[config.mk]
export PLATFORM = sky130hd
export DESIGN_NAME = sdc_decoder
export DESIGN_NICKNAME = d
export VERILOG_FILES = /design/src/sdc_pkg.sv /design/src/sdc_fifo.sv /design/src/sdc_decoder.sv
export SDC_FILE = /design/constraint.sdc
export NUM_CORES = 1
export LEC_CHECK = 0
export ABC_AREA = 1
export BUFFER_PORTS_ARGS = -buffer_cell sky130_fd_sc_hd__clkbuf_2
export CORE_ASPECT_RATIO = 1.75
export CORE_UTILIZATION = 60
export CTS_BUF_LIST = sky130_fd_sc_hd__clkbuf_8 sky130_fd_sc_hd__clkbuf_16
export DETAILED_ROUTE_END_ITERATION = 8
export HOLD_SLACK_MARGIN = 0.1
export PLACE_DENSITY = 0.79
export REMOVE_ABC_BUFFERS = 1
export SETUP_SLACK_MARGIN = 0.1
export SLEW_MARGIN = 15
export SYNTH_ARGS = -nofsm -noshare
export SYNTH_HDL_FRONTEND = slang
export SYNTH_SLANG_ARGS = --single-unit
[constraint.sdc]
create_clock -name MCLK -period 4.45 [get_ports MCLK]
set_clock_uncertainty 0.15 [all_clocks]
set_input_delay 0.445 -clock MCLK [delete_from_list [all_inputs] [get_ports MCLK]]
set_output_delay 0.445 -clock MCLK [all_outputs]
set_load 0.01 [all_outputs]
[src/sdc_pkg.sv]
// Purpose: shared constants, command and state types for the sdram command decoder
// Assumes: x16 data, two banks, bank select on address bit 11
// Notes:   a burst length of zero stands for full-page bursts
package sdc_pkg;

  localparam int DATA_W        = 16;
  localparam int ADDR_W        = 12;
  localparam int ROW_W         = 11;
  localparam int COL_W         = 8;
  localparam int BANK_BIT      = 11;
  localparam int SCOPE_BIT     = 10;
  localparam int NUM_BANKS     = 2;
  localparam int FIFO_DEPTH    = 16;
  localparam int DEF_BURST_LEN = 4;
  localparam int DEF_CAS_LAT   = 2;
  localparam int DEF_PRE_CYC   = 2;
  localparam int FULL_PAGE     = 0;
  localparam int PRE_CNT_W     = 4;
  localparam int BURST_CNT_W   = 9;

  localparam logic [1:0]        MASK_NONE_N   = 2'h3;
  localparam logic [ADDR_W-1:0] MODE_RST      = 12'h000;
  localparam logic [COL_W-1:0]  COL_STEP      = 8'h01;

  typedef enum logic [3:0] {
    CMD_DESELECT, CMD_NOP, CMD_ROW_OPEN, CMD_PRECHARGE, CMD_READ,
    CMD_WRITE, CMD_MODE_SET, CMD_REFRESH, CMD_BURST_STOP
  } sdc_cmd_e;

  typedef enum logic [1:0] {BANK_IDLE, BANK_OPEN, BANK_PRECHARGING} sdc_bank_e;

  typedef enum logic [1:0] {PWR_RUN, PWR_SUSPEND, PWR_DOWN, PWR_SELF_REF} sdc_pwr_e;

  typedef struct packed {
    logic cs_n;
    logic ras_n;
    logic cas_n;
    logic we_n;
  } sdc_cmd_pins_s;

  typedef struct packed {
    logic              bank;
    logic [COL_W-1:0]  col;
    logic [DATA_W-1:0] data;
    logic [1:0]        byte_en;
  } sdc_wr_word_s;

  function automatic sdc_cmd_e sdc_decode(input sdc_cmd_pins_s p);
    sdc_cmd_e c;
    c = CMD_DESELECT;
    if (!p.cs_n) begin
      case ({p.ras_n, p.cas_n, p.we_n})
        3'h3:    c = CMD_ROW_OPEN;
        3'h2:    c = CMD_PRECHARGE;
        3'h5:    c = CMD_READ;
        3'h4:    c = CMD_WRITE;
        3'h0:    c = CMD_MODE_SET;
        3'h1:    c = CMD_REFRESH;
        3'h6:    c = CMD_BURST_STOP;
        default: c = CMD_NOP;
      endcase
    end
    return c;
  endfunction

endpackage

[src/sdc_fifo.sv]
// Purpose: write-data buffer between the pin side and the array side
// Assumes: one clock, synchronous active-high reset
// Notes:   full and empty come from an occupancy count
`timescale 1ns/10ps
module sdc_fifo #(
  parameter int WIDTH = 8,
  parameter int DEPTH = 16
) (
  input  wire logic             clk,
  input  wire logic             rst,
  input  wire logic             in_valid,
  input  wire logic [WIDTH-1:0] in_data,
  output logic                  in_ready,
  output logic                  out_valid,
  output logic      [WIDTH-1:0] out_data,
  input  wire logic             out_ready
);
  localparam int AW = $clog2(DEPTH);

  logic [WIDTH-1:0] mem_reg [DEPTH];
  logic [AW-1:0]    wr_ptr_reg;
  logic [AW-1:0]    wr_ptr_next;
  logic [AW-1:0]    rd_ptr_reg;
  logic [AW-1:0]    rd_ptr_next;
  logic [AW:0]      cnt_reg;
  logic [AW:0]      cnt_next;
  logic             push;
  logic             pop;

  function automatic logic [AW-1:0] step(input logic [AW-1:0] p);
    return (p == AW'(DEPTH - 1)) ? '0 : AW'(p + 1'b1);
  endfunction

  assign in_ready  = (cnt_reg != (AW+1)'(DEPTH));
  assign out_valid = (cnt_reg != '0);
  assign out_data  = mem_reg[rd_ptr_reg];

  always_comb begin
    push        = in_valid && in_ready;
    pop         = out_valid && out_ready;
    wr_ptr_next = push ? step(wr_ptr_reg) : wr_ptr_reg;
    rd_ptr_next = pop ? step(rd_ptr_reg) : rd_ptr_reg;
    cnt_next    = cnt_reg;
    if (push && !pop) begin
      cnt_next = cnt_reg + 1'b1;
    end else if (pop && !push) begin
      cnt_next = cnt_reg - 1'b1;
    end
  end

  always_ff @(posedge clk) begin
    if (rst) begin
      wr_ptr_reg <= '0;
      rd_ptr_reg <= '0;
      cnt_reg    <= '0;
    end else begin
      wr_ptr_reg <= wr_ptr_next;
      rd_ptr_reg <= rd_ptr_next;
      cnt_reg    <= cnt_next;
    end
    if (push) begin
      mem_reg[wr_ptr_reg] <= in_data;
    end
  end

endmodule

[src/sdc_decoder.sv]
// Purpose: command decoder, bank state, burst engine and byte-mask data path of a two-bank sdram
// Assumes: all pin inputs synchronous to MCLK; read data returned by the array side
// Notes:   data pins are split into in, out and per-byte active-low enables
// Summary of operation
// - chip select and the three strobes, sampled each rising edge, form the command.
// - cs and ras low, cas high: we high opens a row, we low precharges.
// - row open makes the selected bank active and latches the row address.
// - precharge returns the addressed bank to idle once precharge completes.
// - cs low, ras high, cas low starts column access; we low write, high read.
// - a sampled-high byte mask places that byte's data buffers in high impedance.
// - write burst discards any byte whose mask is high on the same edge.
// - read burst blocks an output byte two clocks after its mask is high.
// - high mask governs data lines 15..8, low mask lines 7..0.
// - data in and data out are registered on the rising clock edge.
// - row open, read and write check the bank chosen by the bank select bit; mode set and refresh check both banks.
// - previous clock enable is last edge's level, current is this edge's.
// - enable falling while a bank is active enters clock suspend regardless of command.
// - enable rising leaves clock suspend regardless of chip select and strobes.
// - power-down is refused inside a burst; clock suspend is entered instead.
// - burst stop is accepted for every burst length including full page.
// - chip select high on an edge is a deselect; the command is ignored.
// - read and write take column bits 7..0; bit 10 selects auto-precharge except with full-page bursts.
// - precharge with bit 10 high idles both banks; low only the selected one.
`timescale 1ns/10ps
module sdc_decoder
  import sdc_pkg::*;
#(
  parameter int BURST_LEN = DEF_BURST_LEN,
  parameter int CAS_LAT   = DEF_CAS_LAT,
  parameter int PRE_CYC   = DEF_PRE_CYC
) (
  input  wire logic                          MCLK,
  input  wire logic                          RST,
  input  wire logic                          CKE,
  input  wire sdc_pkg::sdc_cmd_pins_s        CMD_PINS,
  input  wire logic [sdc_pkg::ADDR_W-1:0]    ADDR,
  input  wire logic                          HIGH_BYTE_MASK,
  input  wire logic                          LOW_BYTE_MASK,
  input  wire logic [sdc_pkg::DATA_W-1:0]    DATA_LINES_IN,
  output logic      [sdc_pkg::DATA_W-1:0]    DATA_LINES_OUT,
  output logic      [1:0]                    DATA_LINES_OE_N,
  output logic                               RD_REQ,
  output logic                               RD_BANK,
  output logic      [sdc_pkg::COL_W-1:0]     RD_COL,
  input  wire logic [sdc_pkg::DATA_W-1:0]    RD_DATA,
  output logic                               WR_VALID,
  input  wire logic                          WR_READY,
  output sdc_pkg::sdc_wr_word_s              WR_WORD,
  output logic                               WR_OVERRUN,
  output logic      [1:0]                    BANK_ACTIVE,
  output logic      [1:0][sdc_pkg::ROW_W-1:0] ROW_ADDR,
  output logic      [sdc_pkg::ADDR_W-1:0]    MODE_OPCODE,
  output sdc_pkg::sdc_pwr_e                  PWR_STATE,
  output logic                               REFRESH_PULSE,
  output logic                               BURST_BUSY
);
  import sdc_pkg::*;

  sdc_cmd_e                  cmd;
  logic                      sel;
  logic                      all_idle;
  logic                      any_open;
  logic                      cke_prev_reg;
  sdc_bank_e [1:0]           bank_st_reg;
  sdc_bank_e [1:0]           bank_st_next;
  logic [1:0][ROW_W-1:0]     row_reg;
  logic [1:0][ROW_W-1:0]     row_next;
  logic [1:0][PRE_CNT_W-1:0] pre_cnt_reg;
  logic [1:0][PRE_CNT_W-1:0] pre_cnt_next;
  logic [1:0]                act_reg;
  logic [1:0]                act_next;
  logic                      burst_reg;
  logic                      burst_next;
  logic                      burst_wr_reg;
  logic                      burst_wr_next;
  logic                      burst_bank_reg;
  logic                      burst_bank_next;
  logic                      burst_auto_reg;
  logic                      burst_auto_next;
  logic [BURST_CNT_W-1:0]    burst_left_reg;
  logic [BURST_CNT_W-1:0]    burst_left_next;
  logic [COL_W-1:0]          col_reg;
  logic [COL_W-1:0]          col_next;
  logic [ADDR_W-1:0]         mode_reg;
  logic [ADDR_W-1:0]         mode_next;
  sdc_pwr_e                  pwr_reg;
  sdc_pwr_e                  pwr_next;
  logic                      refresh_reg;
  logic                      refresh_next;
  logic                      overrun_reg;
  logic                      overrun_next;
  logic                      beat_rd;
  logic                      beat_wr;
  logic                      beat_bank;
  logic [COL_W-1:0]          beat_col;
  logic                      fifo_in_valid;
  logic                      fifo_in_ready;
  sdc_wr_word_s              fifo_in;

  assign cmd      = sdc_decode(CMD_PINS);
  // selected bank, and idle/open state across both banks
  assign sel      = ADDR[BANK_BIT];
  assign all_idle = (bank_st_reg[0] == BANK_IDLE) && (bank_st_reg[1] == BANK_IDLE);
  assign any_open = (bank_st_reg[0] == BANK_OPEN) || (bank_st_reg[1] == BANK_OPEN);

  always_comb begin
    bank_st_next    = bank_st_reg;
    row_next        = row_reg;
    pre_cnt_next    = pre_cnt_reg;
    burst_next      = burst_reg;
    burst_wr_next   = burst_wr_reg;
    burst_bank_next = burst_bank_reg;
    burst_auto_next = burst_auto_reg;
    burst_left_next = burst_left_reg;
    col_next        = col_reg;
    mode_next       = mode_reg;
    pwr_next        = pwr_reg;
    refresh_next    = 1'b0;
    overrun_next    = overrun_reg;
    beat_rd         = 1'b0;
    beat_wr         = 1'b0;
    beat_bank       = burst_bank_reg;
    beat_col        = col_reg;
    // commands act only when enable was high last edge
    if (cke_prev_reg) begin
      for (int b = 0; b < NUM_BANKS; b++) begin
        if (bank_st_reg[b] == BANK_PRECHARGING) begin
          if (pre_cnt_reg[b] <= PRE_CNT_W'(1)) begin
            bank_st_next[b] = BANK_IDLE;
          end else begin
            pre_cnt_next[b] = pre_cnt_reg[b] - 1'b1;
          end
        end
      end
      if (burst_reg) begin
        beat_rd  = !burst_wr_reg;
        beat_wr  = burst_wr_reg;
        col_next = col_reg + COL_STEP;
        if (BURST_LEN != FULL_PAGE) begin
          burst_left_next = burst_left_reg - 1'b1;
          if (burst_left_reg == BURST_CNT_W'(1)) begin
            burst_next = 1'b0;
            if (burst_auto_reg) begin
              bank_st_next[burst_bank_reg] = BANK_PRECHARGING;
              pre_cnt_next[burst_bank_reg] = PRE_CNT_W'(PRE_CYC);
            end
          end
        end
      end
      case (cmd)
        // row open versus precharge by write strobe
        // activate selected bank and latch row
        CMD_ROW_OPEN: begin
          if (bank_st_reg[sel] == BANK_IDLE) begin
            bank_st_next[sel] = BANK_OPEN;
            row_next[sel]     = ADDR[ROW_W-1:0];
          end
        end
        // scope bit chooses both banks or one
        CMD_PRECHARGE: begin
          for (int b = 0; b < NUM_BANKS; b++) begin
            if (ADDR[SCOPE_BIT] || (b == int'(sel))) begin
              bank_st_next[b] = BANK_PRECHARGING;
              pre_cnt_next[b] = PRE_CNT_W'(PRE_CYC);
              if (burst_bank_reg == b[0]) begin
                burst_next = 1'b0;
              end
            end
          end
        end
        // column access, write strobe picks direction
        CMD_READ, CMD_WRITE: begin
          if (bank_st_reg[sel] == BANK_OPEN) begin
            beat_rd         = (cmd == CMD_READ);
            beat_wr         = (cmd == CMD_WRITE);
            beat_bank       = sel;
            beat_col        = ADDR[COL_W-1:0];
            col_next        = ADDR[COL_W-1:0] + COL_STEP;
            burst_bank_next = sel;
            burst_wr_next   = (cmd == CMD_WRITE);
            burst_auto_next = ADDR[SCOPE_BIT] && (BURST_LEN != FULL_PAGE);
            burst_left_next = BURST_CNT_W'(BURST_LEN - 1);
            burst_next      = (BURST_LEN != 1);
            if ((BURST_LEN == 1) && ADDR[SCOPE_BIT]) begin
              bank_st_next[sel] = BANK_PRECHARGING;
              pre_cnt_next[sel] = PRE_CNT_W'(PRE_CYC);
            end
          end
        end
        CMD_BURST_STOP: burst_next = 1'b0;
        CMD_MODE_SET: begin
          if (all_idle) begin
            mode_next = ADDR;
          end
        end
        // auto refresh while enable stays high
        CMD_REFRESH: refresh_next = all_idle && CKE;
        default: ;
      endcase
    end
    if (cke_prev_reg && !CKE) begin
      // suspend when a bank is open
      if (any_open || burst_reg) begin
        pwr_next = PWR_SUSPEND;
      end else if ((cmd == CMD_REFRESH) && all_idle) begin
        pwr_next = PWR_SELF_REF;
      end else if ((cmd == CMD_DESELECT) || (cmd == CMD_NOP)) begin
        pwr_next = PWR_DOWN;
      end else begin
        pwr_next = PWR_SUSPEND;
      end
    end else if (!cke_prev_reg && CKE) begin
      // power-down and self refresh exit regardless of chip select and strobes
      pwr_next = PWR_RUN;
    end
    if (fifo_in_valid && !fifo_in_ready) begin
      overrun_next = 1'b1;
    end
    for (int b = 0; b < NUM_BANKS; b++) begin
      act_next[b] = (bank_st_next[b] == BANK_OPEN);
    end
  end

  always_ff @(posedge MCLK) begin
    if (RST) begin
      cke_prev_reg   <= 1'b1;
      bank_st_reg    <= '{default: BANK_IDLE};
      row_reg        <= '0;
      pre_cnt_reg    <= '0;
      act_reg        <= 2'h0;
      burst_reg      <= 1'b0;
      burst_wr_reg   <= 1'b0;
      burst_bank_reg <= 1'b0;
      burst_auto_reg <= 1'b0;
      burst_left_reg <= '0;
      col_reg        <= '0;
      mode_reg       <= MODE_RST;
      pwr_reg        <= PWR_RUN;
      refresh_reg    <= 1'b0;
      overrun_reg    <= 1'b0;
    end else begin
      cke_prev_reg   <= CKE;
      bank_st_reg    <= bank_st_next;
      row_reg        <= row_next;
      pre_cnt_reg    <= pre_cnt_next;
      act_reg        <= act_next;
      burst_reg      <= burst_next;
      burst_wr_reg   <= burst_wr_next;
      burst_bank_reg <= burst_bank_next;
      burst_auto_reg <= burst_auto_next;
      burst_left_reg <= burst_left_next;
      col_reg        <= col_next;
      mode_reg       <= mode_next;
      pwr_reg        <= pwr_next;
      refresh_reg    <= refresh_next;
      overrun_reg    <= overrun_next;
    end
  end

  // masked bytes dropped at the same edge
  // write data taken on the rising edge
  always_comb begin
    fifo_in.bank    = beat_bank;
    fifo_in.col     = beat_col;
    fifo_in.data    = DATA_LINES_IN;
    fifo_in.byte_en = ~{HIGH_BYTE_MASK, LOW_BYTE_MASK};
    fifo_in_valid   = beat_wr && (fifo_in.byte_en != 2'h0);
  end

  sdc_fifo #(
    .WIDTH ($bits(sdc_wr_word_s)),
    .DEPTH (FIFO_DEPTH)
  ) u_wr_fifo (
    .clk       (MCLK),
    .rst       (RST),
    .in_valid  (fifo_in_valid),
    .in_data   (fifo_in),
    .in_ready  (fifo_in_ready),
    .out_valid (WR_VALID),
    .out_data  (WR_WORD),
    .out_ready (WR_READY)
  );

  // read data path
  logic [CAS_LAT-1:0]  rd_pipe_reg;
  logic [CAS_LAT-1:0]  rd_pipe_next;
  logic [1:0]          mask_d1_reg;
  logic [1:0]          mask_d2_reg;
  logic [DATA_W-1:0]   dq_out_reg;
  logic [DATA_W-1:0]   dq_out_next;
  logic [1:0]          oe_n_reg;
  logic [1:0]          oe_n_next;
  logic                rd_req_reg;
  logic                rd_bank_reg;
  logic [COL_W-1:0]    rd_col_reg;

  always_comb begin
    rd_pipe_next = rd_pipe_reg;
    dq_out_next  = dq_out_reg;
    oe_n_next    = oe_n_reg;
    // frozen while the internal clock is suspended
    if (cke_prev_reg) begin
      rd_pipe_next = {rd_pipe_reg[CAS_LAT-2:0], beat_rd};
      oe_n_next    = MASK_NONE_N;
      if (rd_pipe_reg[CAS_LAT-1]) begin
        dq_out_next = RD_DATA;
        // bit 1 high byte, bit 0 low byte
        // masked byte left in high impedance
        oe_n_next   = mask_d2_reg;
      end
    end
  end

  always_ff @(posedge MCLK) begin
    if (RST) begin
      rd_pipe_reg <= '0;
      mask_d1_reg <= MASK_NONE_N;
      mask_d2_reg <= MASK_NONE_N;
      dq_out_reg  <= '0;
      oe_n_reg    <= MASK_NONE_N;
      rd_req_reg  <= 1'b0;
      rd_bank_reg <= 1'b0;
      rd_col_reg  <= '0;
    end else begin
      rd_pipe_reg <= rd_pipe_next;
      mask_d1_reg <= {HIGH_BYTE_MASK, LOW_BYTE_MASK};
      mask_d2_reg <= mask_d1_reg;
      dq_out_reg  <= dq_out_next;
      oe_n_reg    <= oe_n_next;
      rd_req_reg  <= beat_rd;
      rd_bank_reg <= beat_bank;
      rd_col_reg  <= beat_col;
    end
  end

  assign DATA_LINES_OUT  = dq_out_reg;
  assign DATA_LINES_OE_N = oe_n_reg;
  assign RD_REQ          = rd_req_reg;
  assign RD_BANK         = rd_bank_reg;
  assign RD_COL          = rd_col_reg;
  assign WR_OVERRUN      = overrun_reg;
  assign BANK_ACTIVE     = act_reg;
  assign ROW_ADDR        = row_reg;
  assign MODE_OPCODE     = mode_reg;
  assign PWR_STATE       = pwr_reg;
  assign REFRESH_PULSE   = refresh_reg;
  assign BURST_BUSY      = burst_reg;
endmodule

==> impl_metrics.tcl <==
set metrics [dict create \
    cts_setup_buffers 0 \
    cts_resized 0 \
    clock-sinks 556 \
    period_share_pct 77.9 \
    ys_warn_count 0 \
    crit_required_ns 3.86 \
    grt_usage_pct 28.6 \
    power.density_nw_per_um2 480 \
    synth_area_um2 22400 \
    final_layout_size_suffix_gt1_share_pct 14.4 \
    avgSynthCellArea_um2 11.5 \
    final_common_cell "edfxtp_1" \
    cts_root_buffer "clkbuf_16" \
    status "completed" \
    clock_path_buffers 3 \
    drv_slew 0 \
    worstSkewPairLatency_ns 0.56 \
    core_area_um2 36800 \
    io_pins 151 \
    area_growth_pct 13.1 \
    routed_wl_mm 54.0 \
    cap_violations 0 \
    hpwl_mm 29.8 \
    start_util_pct 60.8 \
    ys_async_sr_fraction_pct 0 \
    largest_reg_flops 432 \
    grt_max_degree 217 \
    dpl_cell_area_um2 23600 \
    synthCells 1943 \
    synth_edf_count 432 \
    ant_nets 0 \
    finalWorstSetupSlack_ns 0.985 \
    hold_path_class "primary input to flip-flop" \
    antenna_found_initial 1 \
    worst_setup_path_end_kind "primary output" \
    fin_crit_ns 3.47 \
    cts_tree "built" \
    p_leak_nw 9.05 \
    final_cell_mix "edfxtp_1, nor2_1, o21ai_0, nand2_1, clkbuf_2" \
    die_area_um2 38100 \
    grt_pass1_wl_mm 84.0 \
    fp.dieW_um 148 \
    cp_max_fo 108 \
    post-place-ws_ns 1.19 \
    seq_area_frac_synth_pct 69.1 \
    cp.arrival_ns 2.87 \
    ys_ff_latch 556 \
    clk_pin_slew_worst_paths_ns 0.07 \
    dr.pass1.iters 5 \
    crit_type "flip-flop to primary output" \
    htree_levels 2 \
    fmax_ghz 0.289 \
    die_y_um 257 \
    grt_pass1_vias 15907 \
    grt_overflow 0 \
    fp-row-count 93 \
    num-nets-final 2155 \
    cp-start-kind "flip-flop" \
    grt_setup_unrepaired "no" \
    num_vias 15944 \
    final.fill_count 2565 \
    wl_per_cell_um 20.8 \
    worst_slew_pin_slew_ns 1.24 \
    hold_viol 0 \
    finalWeightedCongestion 0.872 \
    viasPerCell 6.15 \
    final_area_um2 25300 \
    port-buffer-count 150 \
    setup_violations 0 \
    synth_cell_types 46 \
    drc_errors 0 \
    first_iter_violations 1474 \
    ys.flop_type "edfxtp_1" \
    numCtsBuffers 46 \
    ir_worst_vdd_mv 0.383 \
    slew_headroom_pct 17.2 \
]
final timing paths:
| kind | start | endpoint | slack [ns] | cells past startpoint |
|---|---|---|---|---|
| worst max-delay path | flip-flop | WR_WORD[26] | 0.98 | 6 |
| worst min-delay path | ADDR[5] | ROW_ADDR[16] | 0.11 | 3 |
| worst max register to register | bank_st_reg[0] | u_wr_fifo.cnt_reg[4] | 1.40 | 15 |
| worst min register to register | mask_d1_reg[0] | mask_d2_reg[0] | 0.28 | 1 |
worst max-delay path: stages, from the launching register on:
cell	delay, ns
dfxtp_2	0.33
buf_4	0.83
o21ai_0	0.29
o221ai_1	0.27
o211ai_1	0.11
nand2_1	0.17
clkbuf_2	0.16
through the flow:
step	setup TNS (ns)	utilization (%)	std cells	hold slack, ns	power (W)
floorplan	-175.49	-	1823	0.239	0.00740
global placement	0	64.1	2485	0.247	0.00817
detailed placement	0	64.1	2485	0.246	0.00829
CTS	0	68.8	2593	0.104	0.0122
global route	0	68.8	2594	0.123	0.0126
finish	0	68.8	2594	0.113	0.0121
cells by family (layout without fill, tap and decap cells):
kind of cell / Yosys count / in the layout / share of synthesized area [%]
compound gates: 508 / 508 / 13.5
xor+xnor: 14 / 14 / 0.548
fa+ha+maj: 19 / 19 / 1.10
buf+inv: 229 / 404 / 4.23
flops: 556 / 556 / 69.1
other cells: 0 / 1 / 0
simple gates: 617 / 617 / 11.5
repair_timing:
item | CTS | global route
setup endpoints to repair | 0 | 0
hold buffers | 24 | 0
endpoints found under the hold margin | 35 | 0
synthesized netlist by cell type (11+ instances only):
| library cell | n | share of area (%) |
|---|---|---|
| ha_1 | 18 | 1.0 |
| buf_2 | 27 | 0.60 |
| nor3_1 | 23 | 0.51 |
| nand3_1 | 93 | 2.1 |
| o221ai_1 | 93 | 3.6 |
| edfxtp_1 | 432 | 58 |
| o22ai_1 | 17 | 0.48 |
| dfxtp_1 | 124 | 11 |
| a21oi_1 | 73 | 1.6 |
| nor2_1 | 314 | 5.3 |
| o21ai_0 | 279 | 6.2 |
| clkbuf_1 | 79 | 1.3 |
| o211ai_1 | 17 | 0.57 |
| xor2_1 | 11 | 0.43 |
| inv_1 | 102 | 1.7 |
| nand4_1 | 12 | 0.34 |
| nand2_1 | 155 | 2.6 |
layer usage:
layer | GRT usage [%] | vias up | part of all wire (%)
met1 | 33.8 | 7743 | 36
li1 | - | 7286 | -
met2 | 51.8 | 786 | 53
met5 | 0 | - | 0
met4 | 11.5 | 0 | 3.6
met3 | 4.17 | 129 | 7.9
cell type report:
| cell class | count | area, um2 | area share (%) |
|---|---|---|---|
| inverters | 109 | 417 | 1.65 |
| clock buffers | 51 | 1230 | 4.87 |
| repair buffers | 211 | 1310 | 5.17 |
| multi-input cells | 1158 | 6040 | 23.9 |
| clock inverters | 33 | 234 | 0.925 |
| diodes | 1 | 2.50 | 0.00990 |
| well taps | 475 | 594 | 2.35 |
| flip-flops and latches | 556 | 15500 | 61.1 |
power by group:
part	switching [W]	internal (W)
logic	0.00175	0.000786
clock network	0.00180	0.00212
registers	0.0000493	0.00563
(Power assumes the default switching activity.)
